<file path="src/osc_ctrl_pkg.sv">
// Package: register map, fields and constants for the oscillator control
package osc_ctrl_pkg;
    // Special-function register addresses
    localparam logic [7:0] ADDR_OSC_CONTROL = 8'ha1;
    localparam logic [7:0] ADDR_OSC_TRIM    = 8'ha2;
    // Control and trim register fields
    localparam int EN_HI      = 7;
    localparam int EN_LO      = 6;
    localparam int SUSP_BIT   = 5;
    localparam int RDY_BIT    = 4;
    localparam int RSVD_BIT   = 3;
    localparam int DIV_HI     = 2;
    localparam int TRIM_HI    = 6;
    // Enable field codes
    localparam logic [1:0] EN_OFF = 2'h0;
    localparam logic [1:0] EN_ON  = 2'h3;
    // Reset values and top divider code
    localparam logic [1:0] EN_RESET  = 2'h3;
    localparam logic [2:0] DIV_RESET = 3'h0;  // Divide by 128
    localparam logic [2:0] DIV_MAX   = 3'h7;  // Divide by 1
    // Clock source select code for the internal oscillator
    localparam logic [1:0] SRC_INTERNAL = 2'h0;
    // Oscillator power states
    typedef enum logic [1:0] {OSC_OFF, OSC_RUN, OSC_SUSPENDED} osc_state_t;
endpackage

</file>
<file path="src/system_clock_divider.sv">
// Power-of-two divider producing a glitch-free one-cycle clock enable
`timescale 1ns/1ps
module system_clock_divider
    import osc_ctrl_pkg::*;
#(
    parameter int SEL_W = 3
) (
    input  wire logic             ref_clk_i,
    input  wire logic             rst_n_i,
    input  wire logic             run_i,
    input  wire logic [SEL_W-1:0] select_i,
    output logic                  tick_o
);
    localparam int CNT_W = (1 << SEL_W) - 1;

    logic [CNT_W-1:0] count;
    logic [SEL_W-1:0] active_sel;
    logic [CNT_W-1:0] limit;
    logic             wrap;

    // Divisor of 2**(max - code), minus one, as terminal count
    assign limit = CNT_W'((1 << (DIV_MAX - active_sel)) - 1);
    assign wrap  = (count == limit);
    assign tick_o = run_i & wrap;

    // New select only taken at a period boundary, so no runt period
    always_ff @(posedge ref_clk_i or negedge rst_n_i) begin
        if (!rst_n_i) begin
            count      <= '0;
            active_sel <= DIV_RESET;
        end else if (run_i) begin
            count <= wrap ? '0 : count + 1'b1;
            if (wrap)
                active_sel <= select_i;
        end
    end

    // Divide-by-1 kept only while the select stays at divide-by-1
    tick_period_a: assert property (@(posedge ref_clk_i) disable iff
        (!rst_n_i) tick_o && active_sel == DIV_MAX && select_i == DIV_MAX
        |-> ##1 (tick_o || !run_i)) else $error("divide-by-1 stalled");
endmodule // system_clock_divider

</file>
<file path="src/internal_osc_control.sv">
// Internal oscillator control: enable, suspend, ready flag, divider, trim
`timescale 1ns/1ps
// Function
// - Enable field 00 stops oscillator; 11 runs it except while suspended.
// - Writing suspend bit one suspends; any wake event restarts oscillator.
// - Read-only ready flag is one only when running at programmed frequency.
// - Reserved control bit reads zero; software writes zero.
// - Divider code 000 divides by 128, each step halves, 111 divides by 1.
// - Trim 0000000 slowest, 1111111 fastest, intermediate codes between.
// - Trim loads factory value for nominal 24 MHz after reset.
// - Trim register top bit reads zero and ignores writes.
// - Divider applies only when clock source select picks internal oscillator.
// - Wake on any port match or comparator 0 enabled with low output.
// - After reset oscillator enabled and divider set to divide by 128.
module internal_osc_control
    import osc_ctrl_pkg::*;
#(
    parameter logic [6:0] TRIM_FACTORY = 7'h40,  // Per-part calibration
    parameter int         SETTLE_CYCLES = 16,    // Ready delay after start
    parameter int         PORTS         = 4
) (
    input  wire logic             ref_clk_i,
    input  wire logic             rst_n_i,
    input  wire logic [7:0]       sfr_addr_i,
    input  wire logic [7:0]       sfr_wdata_i,
    input  wire logic             sfr_wr_i,
    input  wire logic             sfr_rd_i,
    output logic      [7:0]       sfr_rdata_o,
    input  wire logic [1:0]       clock_source_select_i,
    input  wire logic [PORTS-1:0] port_match_i,
    input  wire logic             cmp0_enable_i,
    input  wire logic             cmp0_out_i,
    output logic                  osc_running_o,
    output logic      [6:0]       osc_period_trim_o,
    output logic                  system_clock_tick_o,
    output logic                  system_clock_from_osc_o
);
    localparam int SETTLE_W = $clog2(SETTLE_CYCLES + 1);

    osc_state_t            state;
    osc_state_t            next_state;
    logic [1:0]            osc_enable_field;
    logic                  suspend_req;
    logic [2:0]            system_clock_divider_select;
    logic [6:0]            coarse_trim;
    logic [SETTLE_W-1:0]   settle_count;
    logic                  freq_ready_flag;
    logic                  wr_ctrl;
    logic                  wr_trim;
    logic                  wake_event;
    logic                  div_tick;
    logic [7:0]            ctrl_view;

    // Register decode
    assign wr_ctrl = sfr_wr_i && (sfr_addr_i == ADDR_OSC_CONTROL);
    assign wr_trim = sfr_wr_i && (sfr_addr_i == ADDR_OSC_TRIM);

    // Any port match or comparator 0 enabled and low wakes the oscillator
    assign wake_event = (|port_match_i)
                     || (cmp0_enable_i && !cmp0_out_i);

    // Control register fields
    always_ff @(posedge ref_clk_i or negedge rst_n_i) begin
        if (!rst_n_i) begin
            osc_enable_field      <= EN_RESET;
            system_clock_divider_select <= DIV_RESET;
            suspend_req           <= 1'b0;
        end else begin
            if (wr_ctrl) begin
                osc_enable_field      <= sfr_wdata_i[EN_HI:EN_LO];
                system_clock_divider_select <= sfr_wdata_i[DIV_HI:0];
            end
            // Wake wins over a same-cycle suspend write
            if (wake_event)
                suspend_req <= 1'b0;
            else if (wr_ctrl)
                suspend_req <= sfr_wdata_i[SUSP_BIT];
        end
    end

    // Coarse trim, factory value at reset, top bit dropped
    always_ff @(posedge ref_clk_i or negedge rst_n_i) begin
        if (!rst_n_i)
            coarse_trim <= TRIM_FACTORY;
        else if (wr_trim)
            coarse_trim <= sfr_wdata_i[TRIM_HI:0];
    end
    assign osc_period_trim_o = coarse_trim;

    // Oscillator power state
    always_comb begin
        next_state = state;
        case (state)
            OSC_OFF:
                if (osc_enable_field == EN_ON && !suspend_req)
                    next_state = OSC_RUN;
            OSC_RUN:
                if (osc_enable_field != EN_ON)
                    next_state = OSC_OFF;
                else if (suspend_req)
                    next_state = OSC_SUSPENDED;
            OSC_SUSPENDED:
                if (osc_enable_field != EN_ON)
                    next_state = OSC_OFF;
                else if (!suspend_req)
                    next_state = OSC_RUN;
            default:
                next_state = OSC_OFF;
        endcase
    end

    always_ff @(posedge ref_clk_i or negedge rst_n_i) begin
        if (!rst_n_i)
            state <= OSC_RUN;
        else
            state <= next_state;
    end
    assign osc_running_o = (state == OSC_RUN);

    // Settle counter drives the ready flag after each restart
    always_ff @(posedge ref_clk_i or negedge rst_n_i) begin
        if (!rst_n_i)
            settle_count <= '0;
        else if (state != OSC_RUN)
            settle_count <= '0;
        else if (settle_count != SETTLE_W'(SETTLE_CYCLES))
            settle_count <= settle_count + 1'b1;
    end
    assign freq_ready_flag = osc_running_o
        && (settle_count == SETTLE_W'(SETTLE_CYCLES));

    // Count held mid-period on stop; divider only runs with oscillator
    system_clock_divider #(
        .SEL_W (3)
    ) u_div (
        .ref_clk_i (ref_clk_i),
        .rst_n_i   (rst_n_i),
        .run_i     (osc_running_o),
        .select_i  (system_clock_divider_select),
        .tick_o    (div_tick)
    );

    // Divided clock only reaches the system clock when selected
    assign system_clock_from_osc_o = (clock_source_select_i == SRC_INTERNAL);
    assign system_clock_tick_o = div_tick && system_clock_from_osc_o;

    // Read data: reserved bit zero, unused trim bit zero
    assign ctrl_view = {osc_enable_field, suspend_req, freq_ready_flag,
                        1'b0, system_clock_divider_select};
    always_ff @(posedge ref_clk_i or negedge rst_n_i) begin
        if (!rst_n_i)
            sfr_rdata_o <= 8'h00;
        else if (sfr_rd_i)
            sfr_rdata_o <= (sfr_addr_i == ADDR_OSC_CONTROL) ? ctrl_view
                         : (sfr_addr_i == ADDR_OSC_TRIM) ? {1'b0, coarse_trim}
                         : 8'h00;
    end

    // Assertions
    en_off_stops_a: assert property (@(posedge ref_clk_i) disable iff
        (!rst_n_i) osc_enable_field == EN_OFF |-> ##1 !osc_running_o)
        else $error("oscillator running while disabled");
    suspend_stops_a: assert property (@(posedge ref_clk_i) disable iff
        (!rst_n_i) wr_ctrl && sfr_wdata_i[SUSP_BIT] && !wake_event
        |-> ##2 !osc_running_o) else $error("suspend did not stop");
    // A same-cycle control write may legally turn the oscillator off
    wake_resumes_a: assert property (@(posedge ref_clk_i) disable iff
        (!rst_n_i) state == OSC_SUSPENDED && wake_event && !wr_ctrl
        && osc_enable_field == EN_ON |-> ##2 osc_running_o)
        else $error("wake did not restart oscillator");

    // Ready seen through the read path while stopped
    ready_flag_a: assert property (@(posedge ref_clk_i) disable iff
        (!rst_n_i) $past(sfr_rd_i) && $past(sfr_addr_i) == ADDR_OSC_CONTROL
        && !$past(osc_running_o) |-> !sfr_rdata_o[RDY_BIT])
        else $error("ready flag set while stopped");
    // Ready never claimed in the cycle the oscillator restarts
    ready_restart_a: assert property (@(posedge ref_clk_i) disable iff
        (!rst_n_i) $rose(osc_running_o) |-> !freq_ready_flag)
        else $error("ready flag set at restart");

    // Reserved enable codes behave as off
    reserved_off_a: assert property (@(posedge ref_clk_i) disable iff
        (!rst_n_i) osc_enable_field != EN_ON |-> ##1 !osc_running_o)
        else $error("oscillator running with reserved enable");

    // Read-back of the fixed zero bits
    rsvd_read_a: assert property (@(posedge ref_clk_i) disable iff
        (!rst_n_i) $past(sfr_rd_i) && $past(sfr_addr_i) == ADDR_OSC_CONTROL
        |-> !sfr_rdata_o[RSVD_BIT]) else $error("reserved bit not zero");
    trim_top_a: assert property (@(posedge ref_clk_i) disable iff
        (!rst_n_i) $past(sfr_rd_i) && $past(sfr_addr_i) == ADDR_OSC_TRIM
        |-> !sfr_rdata_o[TRIM_HI+1]) else $error("trim top bit not zero");

    // Register writes land on the next edge; no tick with external source or while stopped
    trim_write_a: assert property (@(posedge ref_clk_i) disable iff
        (!rst_n_i) wr_trim |=> osc_period_trim_o
        == $past(sfr_wdata_i[TRIM_HI:0]))
        else $error("trim write not applied");
    div_write_a: assert property (@(posedge ref_clk_i) disable iff
        (!rst_n_i) wr_ctrl |=> system_clock_divider_select
        == $past(sfr_wdata_i[DIV_HI:0])) else $error("divider not written");
    src_gate_a: assert property (@(posedge ref_clk_i) disable iff
        (!rst_n_i) clock_source_select_i != SRC_INTERNAL |-> !system_clock_tick_o)
        else $error("tick with external source");
    stop_no_tick_a: assert property (@(posedge ref_clk_i) disable iff
        (!rst_n_i) !osc_running_o |-> !system_clock_tick_o)
        else $error("tick while oscillator stopped");

    cov_suspend_wake_c: cover property (@(posedge ref_clk_i)
        state == OSC_SUSPENDED ##1 state == OSC_RUN);
    cov_ready_c: cover property (@(posedge ref_clk_i) $rose(freq_ready_flag));
    cov_div1_c: cover property (@(posedge ref_clk_i)
        system_clock_divider_select == DIV_MAX && system_clock_tick_o ##1 system_clock_tick_o);
    cov_off_c: cover property (@(posedge ref_clk_i) state == OSC_OFF);
    cov_reserved_c: cover property (@(posedge ref_clk_i)
        osc_enable_field != EN_ON && osc_enable_field != EN_OFF);
endmodule // internal_osc_control

</file>
<file path="config.mk">
export PLATFORM = sky130hd
export DESIGN_NAME = internal_osc_control
export DESIGN_NICKNAME = d
export VERILOG_FILES = /design/src/osc_ctrl_pkg.sv /design/src/system_clock_divider.sv /design/src/internal_osc_control.sv
export SDC_FILE = /design/constraint.sdc
export NUM_CORES = 1
export LEC_CHECK = 0
export BUFFER_PORTS_ARGS = -buffer_cell sky130_fd_sc_hd__buf_2
export CAP_MARGIN = 20
export CORE_AREA = 5 5 76 78
export CTS_BUF_LIST = sky130_fd_sc_hd__clkbuf_8
export DETAILED_ROUTE_END_ITERATION = 10
export DIE_AREA = 0 0 81 83
export GPL_TIMING_DRIVEN = 0
export REMOVE_ABC_BUFFERS = 1
export SYNTH_ARGS = -nofsm -noshare
export SYNTH_HDL_FRONTEND = slang
export SYNTH_SLANG_ARGS = --single-unit
</file>
<file path="constraint.sdc">
create_clock -name ref_clk_i -period 3.3 [get_ports ref_clk_i]
set_input_delay 0.66 -clock ref_clk_i [delete_from_list [all_inputs] [get_ports ref_clk_i]]
set_output_delay 0.66 -clock ref_clk_i [all_outputs]
set_load 0.02 [all_outputs]
</file>
# Word-level counts from Yosys, hierarchy flattened
# Cells that the tools add are included.
dict set report word_totals {
  input_bits 28
  out_inout_bits 18
  elab_cells 57
  regBits 38
}
dict set report classes {
  bitwise_logic 1
  n_reduce_logical 16
  shifts 1
  n_addsub 4
  eq_ne 13
  n_mux 13
}
# operator n
set ops {}
lappend ops {{$eq A8 B8 Y1 const B} 2}
lappend ops {{$mux W7} 2}
lappend ops {{$mux W2} 5}
lappend ops {{$mux W5} 2}
lappend ops {{$mux W8} 1}
lappend ops {{$add A7 B1 Y7 const B} 1}
lappend ops {{$eq A7 B7 Y1} 1}
lappend ops {{$shl A1 B3 Y7 const A} 1}
lappend ops {{$sub A7 B2 Y7 const B} 1}
lappend ops {{$logic_and A1 B1 Y1} 6}
lappend ops {{$pmux W2 S3} 1}
lappend ops {{$add A5 B1 Y5 const B} 1}
lappend ops {{$eq A5 B5 Y1 const B} 1}
lappend ops {{$ne A5 B5 Y1 const B} 1}
lappend ops {{$eq A2 B2 Y1 const B} 2}
lappend ops {{$logic_not A2 Y1} 2}
lappend ops {{$ne A2 B2 Y1 const B} 2}
lappend ops {{$reduce_bool A2 Y1} 2}
lappend ops {{$reduce_or A4 Y1} 1}
lappend ops {{$ne A3 B1 Y1 const B} 1}
lappend ops {{$ne A3 B3 Y1 const B} 1}
lappend ops {{$reduce_and A3 Y1} 1}
lappend ops {{$sub A3 B3 Y3 const A} 1}
lappend ops {{$eq A2 B1 Y1 const B} 1}
lappend ops {{other kinds (6)} 8}

# Depth between registers and ports, before layout
dict set report depth {
  ltp_word 6
  depth_mapped 8
  mapped_depth_nobuf 7
}

# Modules after synthesis
# Synthesis repeated with hierarchy kept, for this count alone.
dict set report hier_totals {
  hier_cells 190
  hier_area_um2 2083.2
}
# module instances seq_area_each_um2 area_per_inst_um2 cells_per_inst
set by_module_without_submodules {}
lappend by_module_without_submodules {internal_osc_control 1 705.7 1333.8 114}
lappend by_module_without_submodules {system_clock_divider 1 250.2 749.5 76}

# Worst setup path before layout
# OpenSTA, ideal clock, no wires.
dict set report synth_path {
  kind {register -> output}
  startpoint {reg u_div.active_sel[0]}
  endpoint {out system_clock_tick_o}
  n_path_buf 0
  arrival_ns 2.203
  t_required_ns 2.640
  setup_slack_ns 0.437
  path_stages_with_launch 8
  cell_sequence {dfrtp_1 > nand3b_1 > ha_1 > or4b_1 > o21ai_2 > o221ai_2 > a211oi_4 > and2_2}
}
dict set report synth_via {
  elab_chain_len 6
}
# item line
set synth_lines {}
lappend synth_lines {{start, declared} system_clock_divider.sv:17} ;# logic [SEL_W-1:0] active_sel;
lappend synth_lines {{start signal, assigned} system_clock_divider.sv:34} ;# active_sel <= select_i;
lappend synth_lines {{$sub A3 B3 Y3} system_clock_divider.sv:22} ;# assign limit = CNT_W'((1 << (DIV_MAX - active_sel)) - 1);
lappend synth_lines {{$shl A1 B3 Y7} system_clock_divider.sv:22}
lappend synth_lines {{$sub A7 B2 Y7} system_clock_divider.sv:22}
lappend synth_lines {{$eq A7 B7 Y1} system_clock_divider.sv:23} ;# assign wrap = (count == limit);
lappend synth_lines {{$and A1 B1 Y1} system_clock_divider.sv:24} ;# assign tick_o = run_i & wrap;
lappend synth_lines {{$logic_and A1 B1 Y1} internal_osc_control.sv:145} ;# assign system_clock_tick_o = div_tick && system_clock_from_osc_o;
lappend synth_lines {{end, declared} internal_osc_control.sv:35} ;# output logic system_clock_tick_o,
# No other way between the ends.

# Final worst setup path
# Ends and elaborated chain as after synthesis.

==> results_dict.tcl <==
set metrics [dict create \
    status "completed" \
    slowest_stage "or4b_1" \
    post_drt_wl_per_cell_um 13.20 \
    layout_commonest_cell "buf_2" \
    grt_pass1_wl_um 6955 \
    io_pins 46 \
    clkSinkCount 38 \
    slew_viol_final 0 \
    peakVddDrop_v 0.0003100 \
    crit_type "flip-flop to primary output" \
    netlist_area_sq_um 1927 \
    grt_pass1_vias 1453 \
    clkTransAtPathRegs_ns 0.08 \
    clkLatencyLatePin_ns 0.29 \
    skew_ns 0.01123 \
    timing.fmax_mhz 311.7 \
    cp.required_ns 2.64 \
    fin_ws_ns 0.09196 \
    wl_um 3985 \
    cp-start-kind "flip-flop" \
    rsz0062_at_grt "no" \
    grt_max_degree 39 \
    htree_num_levels 2 \
    antenna_found_initial 0 \
    period_share_pct 97.21 \
    path_cells "nand3b_1 > ha_2 > or4b_1 > o21ai_2 > o221ai_2 > a211oi_4 > and2_2 > buf_2" \
    hold_class "flip-flop to flip-flop" \
    portBuffers 45 \
    max-slew-margin-rel_pct 43.67 \
    fin_nets 263 \
    grt_usage_pct 12.69 \
    ys_seq_area_share_pct 49.61 \
    p_total_mw 0.8555 \
    die_h_um 83 \
    avgSynthCellArea_sq_um 10.76 \
    dieWidth_um 81 \
    place_area_sq_um 2197 \
    cts_tree "yes" \
    syn_to_final_growth_pct 21.75 \
    initial_core_util_pct 38.46 \
    synth_area_leader_cell "dfrtp_1" \
    num_rows 26 \
    hpwlAfterDp_um 2844 \
    ys_top_cells_by_area "dfrtp_1, mux2_2, dfstp_2, nor2_1, xnor2_1" \
    cts_root_buf "clkbuf_8" \
    firstDrtPassIters 6 \
    leakage_nw 1.112 \
    overflow 0 \
    fp.coreArea_sq_um 5010 \
    endpoint_kind "primary output" \
    cap_violations 0 \
    cp.arrival_ns 2.55 \
    hold_ws_ns 0.4556 \
    postRouteAntennaNets 0 \
    setup_viol 0 \
    clock_path_buffers 2 \
    vias 1488 \
    synthCells 179 \
    place_ws_ns -0.002629 \
    diodes 0 \
    place_congestion 0.7179 \
    fin_util_pct 46.83 \
    drt_iter0_drc 59 \
    cts_made_buffers 5 \
    hold_buffers 0 \
    synth_top_area_share_pct 44.16 \
    layout_common_cells "buf_2, dfrtp_1, nor2_1, mux2_2, nand3_1" \
    drive_gt1_share_pct 37.50 \
    power_density_nw_per_um2 364.7 \
    yosys_warnings 0 \
    ys_seq_elements 38 \
    drcViolationCount 0 \
    cp_slowest_stage_delay_ns 0.54 \
    viasPerCell 4.927 \
    tightest_slew_ns 0.8450 \
    fp.dieArea_sq_um 6723 \
    hold_viol 0 \
    post-route-cell-area_sq_um 2346 \
    ys_types 42 \
    layout_min_cycle_time_ns 3.208 \
    cp_max_fo 7 \
]
[worst max-delay path: cells and delay by family, from the launching register on]
family | cells | cell delay, ns
adders and majority gates | 1 | 0.22
buffers and inverters | 1 | 0.15
and+or+nand+nor | 3 | 0.88
DFF | 1 | 0.46
AOI/OAI and AO/OA | 3 | 0.54
[per-layer routing]
metal  vias to the layer above  share of wire [%]  track usage [%]
met5                         -                  0                0
met4                         0                1.4            4.147
met3                         6                4.7            3.139
met2                        41                 46            19.12
met1                       707                 47            17.71
li1                        734                  -                -
[final timing paths]
| check | cells after the start | start | to | slack (ns) |
|---|---|---|---|---|
| hold / removal | 1 | state[1] | state[0] | 0.46 |
| max in group asynchronous | 1 | rst_n_i | u_div.active_sel[2] | 2.25 |
| setup reg to reg | 9 | u_div.active_sel[0] | u_div.active_sel[1] | 0.61 |
| hold reg to reg | 1 | state[1] | state[0] | 0.46 |
| setup / recovery | 8 | u_div.active_sel[0] | system_clock_tick_o | 0.09 |
| min in group asynchronous | 1 | rst_n_i | sfr_rdata_o[3] | 0.48 |
[what timing repair did]
| item | in CTS | in global routing |
|---|---|---|
| gates resized for setup | 3 | 1 |
| pin swaps | 1 | 0 |
| buffers inserted | 2 | 6 |
| setup endpoints to repair | 1 | 1 |
| hold endpoints to repair | 0 | 0 |
[state kept, by name, summed over array words and instances, names as in the netlist, 2 cells and up]
register / flops
osc_enable_field: 2
osc_period_trim_o: 7
settle_count: 5
sfr_rdata_o: 8
state: 2
system_clock_divider_select: 3
u_div.active_sel: 3
u_div.count: 7
[cells by family after synthesis]
kind of cell	count (synthesis)	synth area share [%]
adder cells (fa/ha/maj)	4	2.598
AND/OR/NAND/NOR	60	16.95
XOR/XNOR	13	5.909
buffers and inverters	16	3.766
AO/OA/AOI/OAI	31	11.36
flip-flops	38	49.61
multiplexers	17	9.805
[power by group]
group / internal, mW / switching [mW] / total, mW
registers: 0.479 / 0.00951 / 0.489
logic: 0.0277 / 0.0380 / 0.0657
clock network: 0.143 / 0.158 / 0.301
total: 0.650 / 0.205 / 0.856
[synth_stat cells]
library cell	count
a21boi_0	1
nor4bb_1	1
or4b_1	1
mux2i_1	2
and2_2	1
and2_1	1
mux2_2	15
o21ai_0	6
and4_1	3
o21ai_2	1
a32oi_1	1
inv_1	8
o221ai_2	1
dfrtp_1	34
xor2_1	6
ha_1	4
xnor2_1	7
nand4bb_1	1
a22oi_1	6
dfstp_2	4
o21a_1	1
and2_0	1
nand4b_1	1
a21oi_1	8
buf_6	1
nor3_1	4
clkbuf_1	5
o22ai_1	2
o221ai_1	1
a211oi_1	2
nand3_1	11
nand2_1	5
a211oi_4	1
nand2b_1	3
and3_1	1
nand3b_1	2
nor2_1	19
nor4_1	1
buf_4	1
and4b_1	1
clkbuf_2	1
nor2b_1	3
[layout make-up]
class | instances | area, sq um
multi-input combinational | 125 | 900.9
clock inverter | 3 | 13.76
fill | 497 | 2664
tap | 70 | 87.58
clock buffer | 5 | 68.82
timing repair buffer | 53 | 285.3
inverter | 8 | 30.03
sequential | 38 | 959.7
[through the flow]
step,instances,TNS [ns]
finish,302,0
global route,302,0
CTS,296,0
detailed placement,286,-0.002629
global placement,286,0
floorplan,171,0
(Power assumes the default switching activity.)
